## src/hw/fsg_params.svh

```systemverilog
`ifndef FSG_PARAMS_SVH
`define FSG_PARAMS_SVH

`define FSG_ETHERTYPE      16'h88a4
`define FSG_HDR_TYPE_FB    4'h1
`define FSG_CMD_NOP        8'h00
`define FSG_CMD_APRD       8'h01
`define FSG_CMD_APWR       8'h02
`define FSG_CMD_APRW       8'h03
`define FSG_CMD_FPRD       8'h04
`define FSG_CMD_FPWR       8'h05
`define FSG_CMD_FPRW       8'h06
`define FSG_CMD_BRD        8'h07
`define FSG_CMD_BWR        8'h08
`define FSG_CMD_BRW        8'h09
`define FSG_CMD_LRD        8'h0a
`define FSG_CMD_LWR        8'h0b
`define FSG_CMD_LRW        8'h0c
`define FSG_CMD_ARMW       8'h0d
`define FSG_CMD_FRMW       8'h0e
`define FSG_CMD_LAST       8'h0e
`define FSG_TESTCFG_BIT    0
`define FSG_ERR_ESM_OPEN   8'h58
`define FSG_ERR_ESM_SUB    4'h2

`endif

```

## src/hw/fsg_pkg.sv

```systemverilog
package fsg_pkg;
  typedef enum logic [3:0] {
    FSG_AL_INIT   = 4'b0001,
    FSG_AL_PREOP  = 4'b0010,
    FSG_AL_SAFEOP = 4'b0100,
    FSG_AL_OP     = 4'b1000
  } fsg_al_t;

  typedef enum logic [6:0] {
    FSG_PDS_NRDY  = 7'b0000001,
    FSG_PDS_SOD   = 7'b0000010,
    FSG_PDS_RDY   = 7'b0000100,
    FSG_PDS_SWON  = 7'b0001000,
    FSG_PDS_OPEN  = 7'b0010000,
    FSG_PDS_FRA   = 7'b0100000,
    FSG_PDS_FAULT = 7'b1000000
  } fsg_pds_t;

  typedef enum logic [1:0] {
    FSG_ACC_NONE  = 2'h0,
    FSG_ACC_READ  = 2'h1,
    FSG_ACC_WRITE = 2'h2,
    FSG_ACC_RW    = 2'h3
  } fsg_acc_t;
endpackage : fsg_pkg

```

## src/hw/fsg_gate_if.sv

```systemverilog
`timescale 1ns/100ps
`default_nettype none
interface fsg_gate_if;
  import fsg_pkg::*;
  fsg_al_t alState;
  logic    mbxEn;
  logic    pdoTxEn;
  logic    pdoRxEn;
  modport src (output alState);
  modport dst (input alState, output mbxEn, output pdoTxEn, output pdoRxEn);
endinterface : fsg_gate_if
`default_nettype wire

```

## src/hw/fsg_slave_top.sv

```systemverilog
// Functional notes
// RULE_01: Accept frame only with fieldbus EtherType.
// RULE_02: Process only header type one.
// RULE_03: NOP performs no memory access.
// RULE_04: Position commands increment; act at zero.
// RULE_05: Node commands act on station match.
// RULE_06: Broadcast commands always act.
// RULE_07: Logical commands act inside mapped area.
// RULE_08: ARMW increments; read at zero, else write.
// RULE_09: FRMW reads on match, writes otherwise.
// RULE_10: Reserved codes: no access, unchanged.
// RULE_11: Init blocks mailbox and process data.
// RULE_12: PreOP allows mailbox only.
// RULE_13: SafeOP adds slave-to-master process data.
// RULE_14: OP allows all traffic.
// RULE_15: Register access allowed in every state.
// RULE_16: Master keeps sync running through OP exit.
// RULE_17: Master waits for each transition completion.
// RULE_18: Test functions: Init only unless bit set.
// RULE_19: Not-ready power stage only in Init.
// RULE_20: Going to Init forces switch-on-disabled.
// RULE_21: Change during operation-enabled raises error, Fault.
// RULE_22: Stay OP until deceleration ends, then transition.
// RULE_23: Non-network fault keeps application state.
// RULE_24: Master enables operation only in OP.
// RULE_25: Master timeout covers slow transitions.
`timescale 1ns/100ps
`default_nettype none
`include "fsg_params.svh"
module fsg_slave_top
  import fsg_pkg::*;
#(
  parameter int ADDR_W = 16
) (
  input  wire logic              clk,
  input  wire logic              rst,
  input  wire logic              dgValid,
  input  wire logic [15:0]       etherType,
  input  wire logic [3:0]        fbHdrType,
  input  wire logic [7:0]        dgCmd,
  input  wire logic [ADDR_W-1:0] dgAddr,
  input  wire logic [15:0]       stationAddr,
  input  wire logic              logicalHit,
  input  wire logic              regSpace,
  input  wire logic              alReqValid,
  input  wire logic [3:0]        alReqState,
  input  wire logic              localFault,
  input  wire logic              decelDone,
  input  wire logic [1:0]        pdsCmd,
  input  wire logic              pdsCmdValid,
  input  wire logic              testCfg,
  output logic                   memRead,
  output logic                   memWrite,
  output logic                   memRegOnly,
  output logic [ADDR_W-1:0]      dgAddrOut,
  output logic                   dgOutValid,
  output logic [3:0]             alStateOut,
  output logic                   alBusy,
  output logic [6:0]             pdsStateOut,
  output logic                   errValid,
  output logic [7:0]             errMain,
  output logic [3:0]             errSub,
  output logic                   mbxEn,
  output logic                   pdoTxEn,
  output logic                   pdoRxEn,
  output logic                   testAllowed
);
  initial begin
    if (ADDR_W < 16) $error("ADDR_W below 16");
  end

  fsg_gate_if gate();

  fsg_al_t  alState_reg;
  fsg_al_t  alTarget_reg;
  logic     alPend_reg;
  fsg_pds_t pdsState_reg;
  logic     errValid_reg;
  logic     frameOk;
  fsg_acc_t acc;
  logic     incAddr;
  logic     reqLegal;
  fsg_al_t  reqState;

  assign gate.alState = alState_reg;

  fsg_traffic_gate u_gate (
    .gate (gate)
  );

  assign mbxEn   = gate.mbxEn;
  assign pdoTxEn = gate.pdoTxEn;
  assign pdoRxEn = gate.pdoRxEn;

  fsg_cmd_decode #(
    .ADDR_W (ADDR_W)
  ) u_dec (
    .cmd         (dgCmd),
    .adp         (dgAddr),
    .stationAddr (stationAddr),
    .logicalHit  (logicalHit),
    .acc         (acc),
    .incAddr     (incAddr)
  );

  assign frameOk = (etherType == `FSG_ETHERTYPE) // RULE_01
                && (fbHdrType == `FSG_HDR_TYPE_FB); // RULE_02

  // Datagram stage: access strobes and forwarded address
  always_ff @(posedge clk) begin
    if (rst) begin
      memRead    <= 1'b0;
      memWrite   <= 1'b0;
      memRegOnly <= 1'b0;
      dgAddrOut  <= '0;
      dgOutValid <= 1'b0;
    end else begin
      dgOutValid <= dgValid && frameOk; // RULE_01 RULE_02
      memRead    <= 1'b0;
      memWrite   <= 1'b0;
      memRegOnly <= 1'b0;
      if (dgValid && frameOk) begin
        dgAddrOut <= incAddr ? dgAddr + ADDR_W'(1) : dgAddr; // RULE_04 RULE_08
        // Register space ignores the traffic gate
        memRegOnly <= regSpace; // RULE_15
        memRead    <= acc[0]; // RULE_03 RULE_10
        memWrite   <= acc[1]; // RULE_03 RULE_10
      end
    end
  end

  always_comb begin
    reqLegal = 1'b1;
    reqState = FSG_AL_INIT;
    unique case (alReqState)
      4'h1: reqState = FSG_AL_INIT;
      4'h2: reqState = FSG_AL_PREOP;
      4'h4: reqState = FSG_AL_SAFEOP;
      4'h8: reqState = FSG_AL_OP;
      default: reqLegal = 1'b0;
    endcase
  end

  // Application-layer state machine
  always_ff @(posedge clk) begin
    if (rst) begin
      alState_reg  <= FSG_AL_INIT;
      alTarget_reg <= FSG_AL_INIT;
      alPend_reg   <= 1'b0;
    end else if (alPend_reg) begin
      if (decelDone) begin
        alState_reg <= alTarget_reg; // RULE_22
        alPend_reg  <= 1'b0;
      end
    end else if (alReqValid && reqLegal && reqState != alState_reg) begin
      if (pdsState_reg == FSG_PDS_OPEN) begin
        alTarget_reg <= reqState; // RULE_22
        alPend_reg   <= 1'b1;
      end else begin
        alState_reg <= reqState;
      end
    end
  end

  assign alStateOut = alState_reg;
  assign alBusy     = alPend_reg;

  // Power-stage state
  always_ff @(posedge clk) begin
    if (rst) begin
      pdsState_reg <= FSG_PDS_NRDY;
    end else if (alReqValid && reqLegal && !alPend_reg
                 && reqState != alState_reg
                 && pdsState_reg == FSG_PDS_OPEN) begin
      pdsState_reg <= FSG_PDS_FRA; // RULE_21
    end else if (pdsState_reg == FSG_PDS_FRA && decelDone) begin
      pdsState_reg <= FSG_PDS_FAULT; // RULE_21 RULE_22
    end else if (localFault && pdsState_reg != FSG_PDS_FAULT
                 && pdsState_reg != FSG_PDS_NRDY) begin
      pdsState_reg <= FSG_PDS_FRA; // RULE_23
    end else if (alReqValid && reqLegal && !alPend_reg
                 && reqState == FSG_AL_INIT
                 && alState_reg != FSG_AL_INIT) begin
      pdsState_reg <= FSG_PDS_SOD; // RULE_20
    end else if (pdsState_reg == FSG_PDS_NRDY
                 && (alState_reg != FSG_AL_INIT
                     || (alReqValid && reqLegal && !alPend_reg
                         && reqState != FSG_AL_INIT))) begin
      // Leave not-ready on the same edge that leaves Init
      pdsState_reg <= FSG_PDS_SOD; // RULE_19
    end else if (pdsCmdValid) begin
      unique case (pdsState_reg)
        FSG_PDS_SOD:
          if (pdsCmd == 2'h1 && alState_reg != FSG_AL_INIT)
            pdsState_reg <= FSG_PDS_RDY; // RULE_19
        FSG_PDS_RDY: begin
          if (pdsCmd == 2'h2) pdsState_reg <= FSG_PDS_SWON;
          if (pdsCmd == 2'h0) pdsState_reg <= FSG_PDS_SOD;
        end
        FSG_PDS_SWON: begin
          if (pdsCmd == 2'h3) pdsState_reg <= FSG_PDS_OPEN;
          if (pdsCmd == 2'h0) pdsState_reg <= FSG_PDS_SOD;
        end
        FSG_PDS_OPEN:
          if (pdsCmd == 2'h0) pdsState_reg <= FSG_PDS_SOD;
        FSG_PDS_FAULT:
          if (pdsCmd == 2'h0) pdsState_reg <= FSG_PDS_SOD;
        FSG_PDS_NRDY, FSG_PDS_FRA: pdsState_reg <= pdsState_reg;
        default: pdsState_reg <= FSG_PDS_FAULT;
      endcase
    end
  end

  assign pdsStateOut = pdsState_reg;

  // Error report for state change while operating
  always_ff @(posedge clk) begin
    if (rst) begin
      errValid_reg <= 1'b0;
    end else if (alReqValid && reqLegal && !alPend_reg
                 && reqState != alState_reg
                 && pdsState_reg == FSG_PDS_OPEN) begin
      errValid_reg <= 1'b1; // RULE_21
    end else if (pdsState_reg == FSG_PDS_SOD) begin
      errValid_reg <= 1'b0;
    end
  end

  assign errValid = errValid_reg;
  assign errMain  = `FSG_ERR_ESM_OPEN;
  assign errSub   = `FSG_ERR_ESM_SUB;

  assign testAllowed = testCfg || (alState_reg == FSG_AL_INIT); // RULE_18

endmodule : fsg_slave_top
`default_nettype wire

```

## src/hw/fsg_cmd_decode.sv

```systemverilog
`timescale 1ns/100ps
`default_nettype none
`include "fsg_params.svh"
module fsg_cmd_decode
  import fsg_pkg::*;
#(
  parameter int ADDR_W = 16
) (
  input  wire logic [7:0]        cmd,
  input  wire logic [ADDR_W-1:0] adp,
  input  wire logic [15:0]       stationAddr,
  input  wire logic              logicalHit,
  output var fsg_acc_t           acc,
  output logic                   incAddr
);
  initial begin
    if (ADDR_W < 16) $error("ADDR_W below 16");
  end

  logic posZero;
  logic nodeHit;
  assign posZero = (adp == '0);
  assign nodeHit = (adp[15:0] == stationAddr);

  always_comb begin
    acc     = FSG_ACC_NONE;
    incAddr = 1'b0;
    case (cmd)
      `FSG_CMD_NOP: acc = FSG_ACC_NONE; // RULE_03
      `FSG_CMD_APRD, `FSG_CMD_APWR, `FSG_CMD_APRW: begin
        incAddr = 1'b1; // RULE_04
        if (posZero) acc = fsg_acc_t'(cmd[1:0]); // RULE_04
      end
      `FSG_CMD_FPRD: if (nodeHit) acc = FSG_ACC_READ; // RULE_05
      `FSG_CMD_FPWR: if (nodeHit) acc = FSG_ACC_WRITE; // RULE_05
      `FSG_CMD_FPRW: if (nodeHit) acc = FSG_ACC_RW; // RULE_05
      `FSG_CMD_BRD:  acc = FSG_ACC_READ; // RULE_06
      `FSG_CMD_BWR:  acc = FSG_ACC_WRITE; // RULE_06
      `FSG_CMD_BRW:  acc = FSG_ACC_RW; // RULE_06
      `FSG_CMD_LRD:  if (logicalHit) acc = FSG_ACC_READ; // RULE_07
      `FSG_CMD_LWR:  if (logicalHit) acc = FSG_ACC_WRITE; // RULE_07
      `FSG_CMD_LRW:  if (logicalHit) acc = FSG_ACC_RW; // RULE_07
      `FSG_CMD_ARMW: begin
        incAddr = 1'b1; // RULE_08
        acc = posZero ? FSG_ACC_READ : FSG_ACC_WRITE; // RULE_08
      end
      `FSG_CMD_FRMW:
        acc = nodeHit ? FSG_ACC_READ : FSG_ACC_WRITE; // RULE_09
      default: acc = FSG_ACC_NONE; // RULE_10
    endcase
  end
endmodule : fsg_cmd_decode
`default_nettype wire

```

## src/hw/fsg_traffic_gate.sv

```systemverilog
`timescale 1ns/100ps
`default_nettype none
module fsg_traffic_gate
  import fsg_pkg::*;
(
  fsg_gate_if.dst gate
);
  always_comb begin
    gate.mbxEn   = 1'b0;
    gate.pdoTxEn = 1'b0;
    gate.pdoRxEn = 1'b0;
    unique case (gate.alState)
      FSG_AL_INIT: begin
        gate.mbxEn = 1'b0; // RULE_11
      end
      FSG_AL_PREOP: begin
        gate.mbxEn = 1'b1; // RULE_12
      end
      FSG_AL_SAFEOP: begin
        gate.mbxEn   = 1'b1; // RULE_13
        gate.pdoTxEn = 1'b1; // RULE_13
      end
      FSG_AL_OP: begin
        gate.mbxEn   = 1'b1; // RULE_14
        gate.pdoTxEn = 1'b1; // RULE_14
        gate.pdoRxEn = 1'b1; // RULE_14
      end
      default: begin
        gate.mbxEn = 1'b0;
      end
    endcase
  end
endmodule : fsg_traffic_gate
`default_nettype wire

```

## config.mk

```make
export PLATFORM = sky130hd
export DESIGN_NAME = fsg_slave_top
export DESIGN_NICKNAME = d
export VERILOG_FILES = /design/src/hw/fsg_pkg.sv /design/src/hw/fsg_gate_if.sv /design/src/hw/fsg_slave_top.sv /design/src/hw/fsg_cmd_decode.sv /design/src/hw/fsg_traffic_gate.sv
export VERILOG_INCLUDE_DIRS = /design/src /design/src/hw
export SDC_FILE = /design/constraint.sdc
export NUM_CORES = 1
export LEC_CHECK = 0
export BUFFER_PORTS_ARGS = -buffer_cell sky130_fd_sc_hd__buf_2
export CAP_MARGIN = 10
export CORE_MARGIN = 3
export CORE_UTILIZATION = 52
export DETAILED_ROUTE_END_ITERATION = 7
export PLACE_DENSITY = 0.95
export SYNTH_ARGS = -nofsm -noshare
export SYNTH_HDL_FRONTEND = slang
export SYNTH_SLANG_ARGS = --single-unit
```

## constraint.sdc

```tcl
create_clock -name clk -period 5.65 [get_ports clk]
set_clock_uncertainty 0.15 [all_clocks]
set_input_delay 1.695 -clock clk [delete_from_list [all_inputs] [get_ports clk]]
set_output_delay 1.695 -clock clk [all_outputs]
set_load 0.02 [all_outputs]
```

==> impl_metrics.env <==
export IMPL_cts_sinks=37
export IMPL_track_usage_pct=21.64
export IMPL_synth_cell_area_mm2=0.002814
export IMPL_grt_remaining_overflow=0
export IMPL_cts_root_buffer_cell="clkbuf_8"
export IMPL_floorplan_die_width_um=79.56
export IMPL_yosys_top_cells_area="dfxtp_1 (26%), xor2_1 (7.5%), nor2_1 (5.5%)"
export IMPL_tritoncts="yes"
export IMPL_die_ht_um=79.56
export IMPL_placement_setup_worst_slack_ns=1.584
export IMPL_design_core_area_mm2=0.005172
export IMPL_insertedDiodeCount=0
export IMPL_endpoint_of_the_worst_register_to_register_path="pdsStateOut[1]"
export IMPL_fp_row_count=26
export IMPL_cts_setup_buffers=0
export IMPL_worst_pin_slew_ns=0.7872
export IMPL_max_cap_viol_count=0
export IMPL_report_final_setup_viol=0
export IMPL_worstPathMaxFanout=1
export IMPL_synthMostInstantiatedCell="nor2_1"
export IMPL_routed_wl_um=6942
export IMPL_critical_path_class="in -> out"
export IMPL_share_of_synthesized_flip_flops_with_an_asynchronous_set_or_reset_pct=0
export IMPL_totalNegativeSetupSlack_ns=0
export IMPL_port_buffers=112
export IMPL_hpwl_um=5553
export IMPL_cp_startpoint="testCfg"
export IMPL_h_tree_depth=2
export IMPL_synth_largest_area_cell="dfxtp_1"
export IMPL_max_flop_register="dgAddrOut"
export IMPL_maximum_number_of_pins_on_one_net_before_global_route_repair=33
export IMPL_drt_iter0_markers=110
export IMPL_edff_count_synth=0
export IMPL_number_of_i_o_pins=125
export IMPL_syn_mean_instance_area_um2=7.795
export IMPL_synth_flop_cell="dfxtp_1"
export IMPL_post_cts_hold_buffer_count=0
export IMPL_place_gp_congestion=0.9270
export IMPL_fmax_ghz=0.2461
export IMPL_crit_arrival_ns=2.22
export IMPL_routed_wire_length_per_instance_um=13.25
export IMPL_worst_slack_ns=1.586
export IMPL_worst_reg2reg_path_startpoint="alStateOut[0]"
export IMPL_worstSkewPairLatency_ns=0.28
export IMPL_hold_class="reg -> reg"
export IMPL_ir_worst_vdd_mv=0.1168
export IMPL_final_hold_violation_count=0
export IMPL_min_cycle_time_layout_ns=4.064
export IMPL_maxSlewHeadroom_pct=46.78
export IMPL_vias_in_the_first_global_route=2666
export IMPL_clkTransAtPathRegs_ns=0.07
export IMPL_drt_drc_violations_left=0
export IMPL_count_of_yosys_warnings_during_synthesis=0
export IMPL_outcome="finished, final reports clean"
export IMPL_fraction_of_final_layout_cells_with_drive_strength_greater_than_1_pct=28.41
export IMPL_crit_path_end_kind="output pin"
export IMPL_drt_vias_per_instance=5.618
export IMPL_rsz0062_at_grt="false"
export IMPL_fin_total_pwr_uw=750.7
export IMPL_power_leakage_nw=1.502
export IMPL_postRouteAntennaNets=0
export IMPL_initial_core_utilization_pct=54.40
export IMPL_cts_buffers_inserted=5
export IMPL_power_density_cell_area_mw_per_mm2=220.6
export IMPL_r2r_cells=6
export IMPL_worst_setup_path_start_kind="primary input"
export IMPL_synth_yosys_seq_area_share_pct=26.32
export IMPL_synth_cells_most_frequent="nor2_1 (41), dfxtp_1 (37), xor2_1 (24)"
export IMPL_slew_viol_final=0
export IMPL_final_nets=534
export IMPL_fp_dieArea_mm2=0.006330
export IMPL_largest_reg_flops=16
export IMPL_detailedRoute_firstPassIterationCount=4
export IMPL_ys_seq_elements=37
export IMPL_synth_lib_cells_used_distinct=57
export IMPL_synth_to_final_area_change_pct=20.90
export IMPL_synthCells=361
export IMPL_crit_required_ns=3.81
export IMPL_hold_worst_slack_ns=0.3391
export IMPL_cts_buffer_depth=2
export IMPL_post_cts_resize_count=0
export IMPL_crit_path_end="testAllowed"
export IMPL_global_route_wire_length_before_repair_um=11370
export IMPL_ff2ff_setup_slack_ns=3.13
export IMPL_final_util_pct=65.77
export IMPL_grt_antenna_before_repair=0
export IMPL_vias=2944
export IMPL_timing_final_crit_share_pct=71.93
export IMPL_synth_top_cell_area_share_pct=26.32
logic make-up after synthesis:
group / count (synthesis) / synth area share [%]
compound gates: 69 / 16.90
xor+xnor: 41 / 12.76
fa+ha+maj: 5 / 2.223
buf+inv: 53 / 9.515
flops: 37 / 26.32
mux: 13 / 4.713
other cells: 2 / 0.2669
simple gates: 141 / 27.30
metal layers:
layer	part of all wire, %	track usage, %	vias to the layer above
met4	1.5	8.247	0
met3	7.7	3.725	12
met1	39	24.45	1341
li1	-	-	1454
met5	0	0	-
met2	51	39.98	137
worst min-delay path by stage:
stage	cells after the start	slack, ns	from	end
floorplan	2	0.30	alTarget_reg[0]	alTarget_reg[0]
global placement	2	0.31	alTarget_reg[0]	alTarget_reg[0]
detailed placement	2	0.32	alTarget_reg[0]	alTarget_reg[0]
CTS	2	0.34	alTarget_reg[0]	alTarget_reg[0]
global route	2	0.37	alTarget_reg[0]	alTarget_reg[0]
finish	2	0.34	alTarget_reg[0]	alTarget_reg[0]
metrics by stage:
step,std cells,instance area [um^2]
global route,524,3402
floorplan,371,2851
detailed placement,516,3301
global placement,516,3301
finish,524,3402
CTS,524,3402
placed cells by master (no fill, tap or decap), types with 3 or more instances in the layout:
master,Yosys,layout
buf_2,7,112
nor2_1,41,41
dfxtp_1,37,37
xor2_1,24,24
a211oi_1,19,19
nand2_1,18,18
xnor2_1,17,17
inv_1,15,15
o21ai_0,15,15
nand3_1,14,14
nor4_1,12,12
conb_1,2,12
a21oi_1,11,11
mux2i_1,11,11
nor4b_1,8,8
nor3_1,9,8
clkbuf_8,0,7
nor2b_1,5,5
nand4_1,5,5
ha_1,5,5
nor4bb_1,4,4
nand2b_1,4,4
and3_1,4,4
nor3b_1,3,3
worst max-delay path, cell delays in order:
cell   delay [ns]
buf_2        0.09
or2_2        0.27
buf_2        0.16
where the power goes:
part,internal [mW],switching [mW]
logic,0.113,0.143
registers,0.272,0.0281
clock network,0.110,0.0850
total,0.495,0.256
cell type report:
cell class              instances  area, um^2
inverters                      15       56.30
fillers                       440        1770
flip-flops and latches         37       740.7
repair buffers                113       568.0
multi-input cells             281        1848
clock buffers                   7       96.34
clock inverters                 1       5.005
well taps                      70       87.58
(Power assumes the default switching activity.)
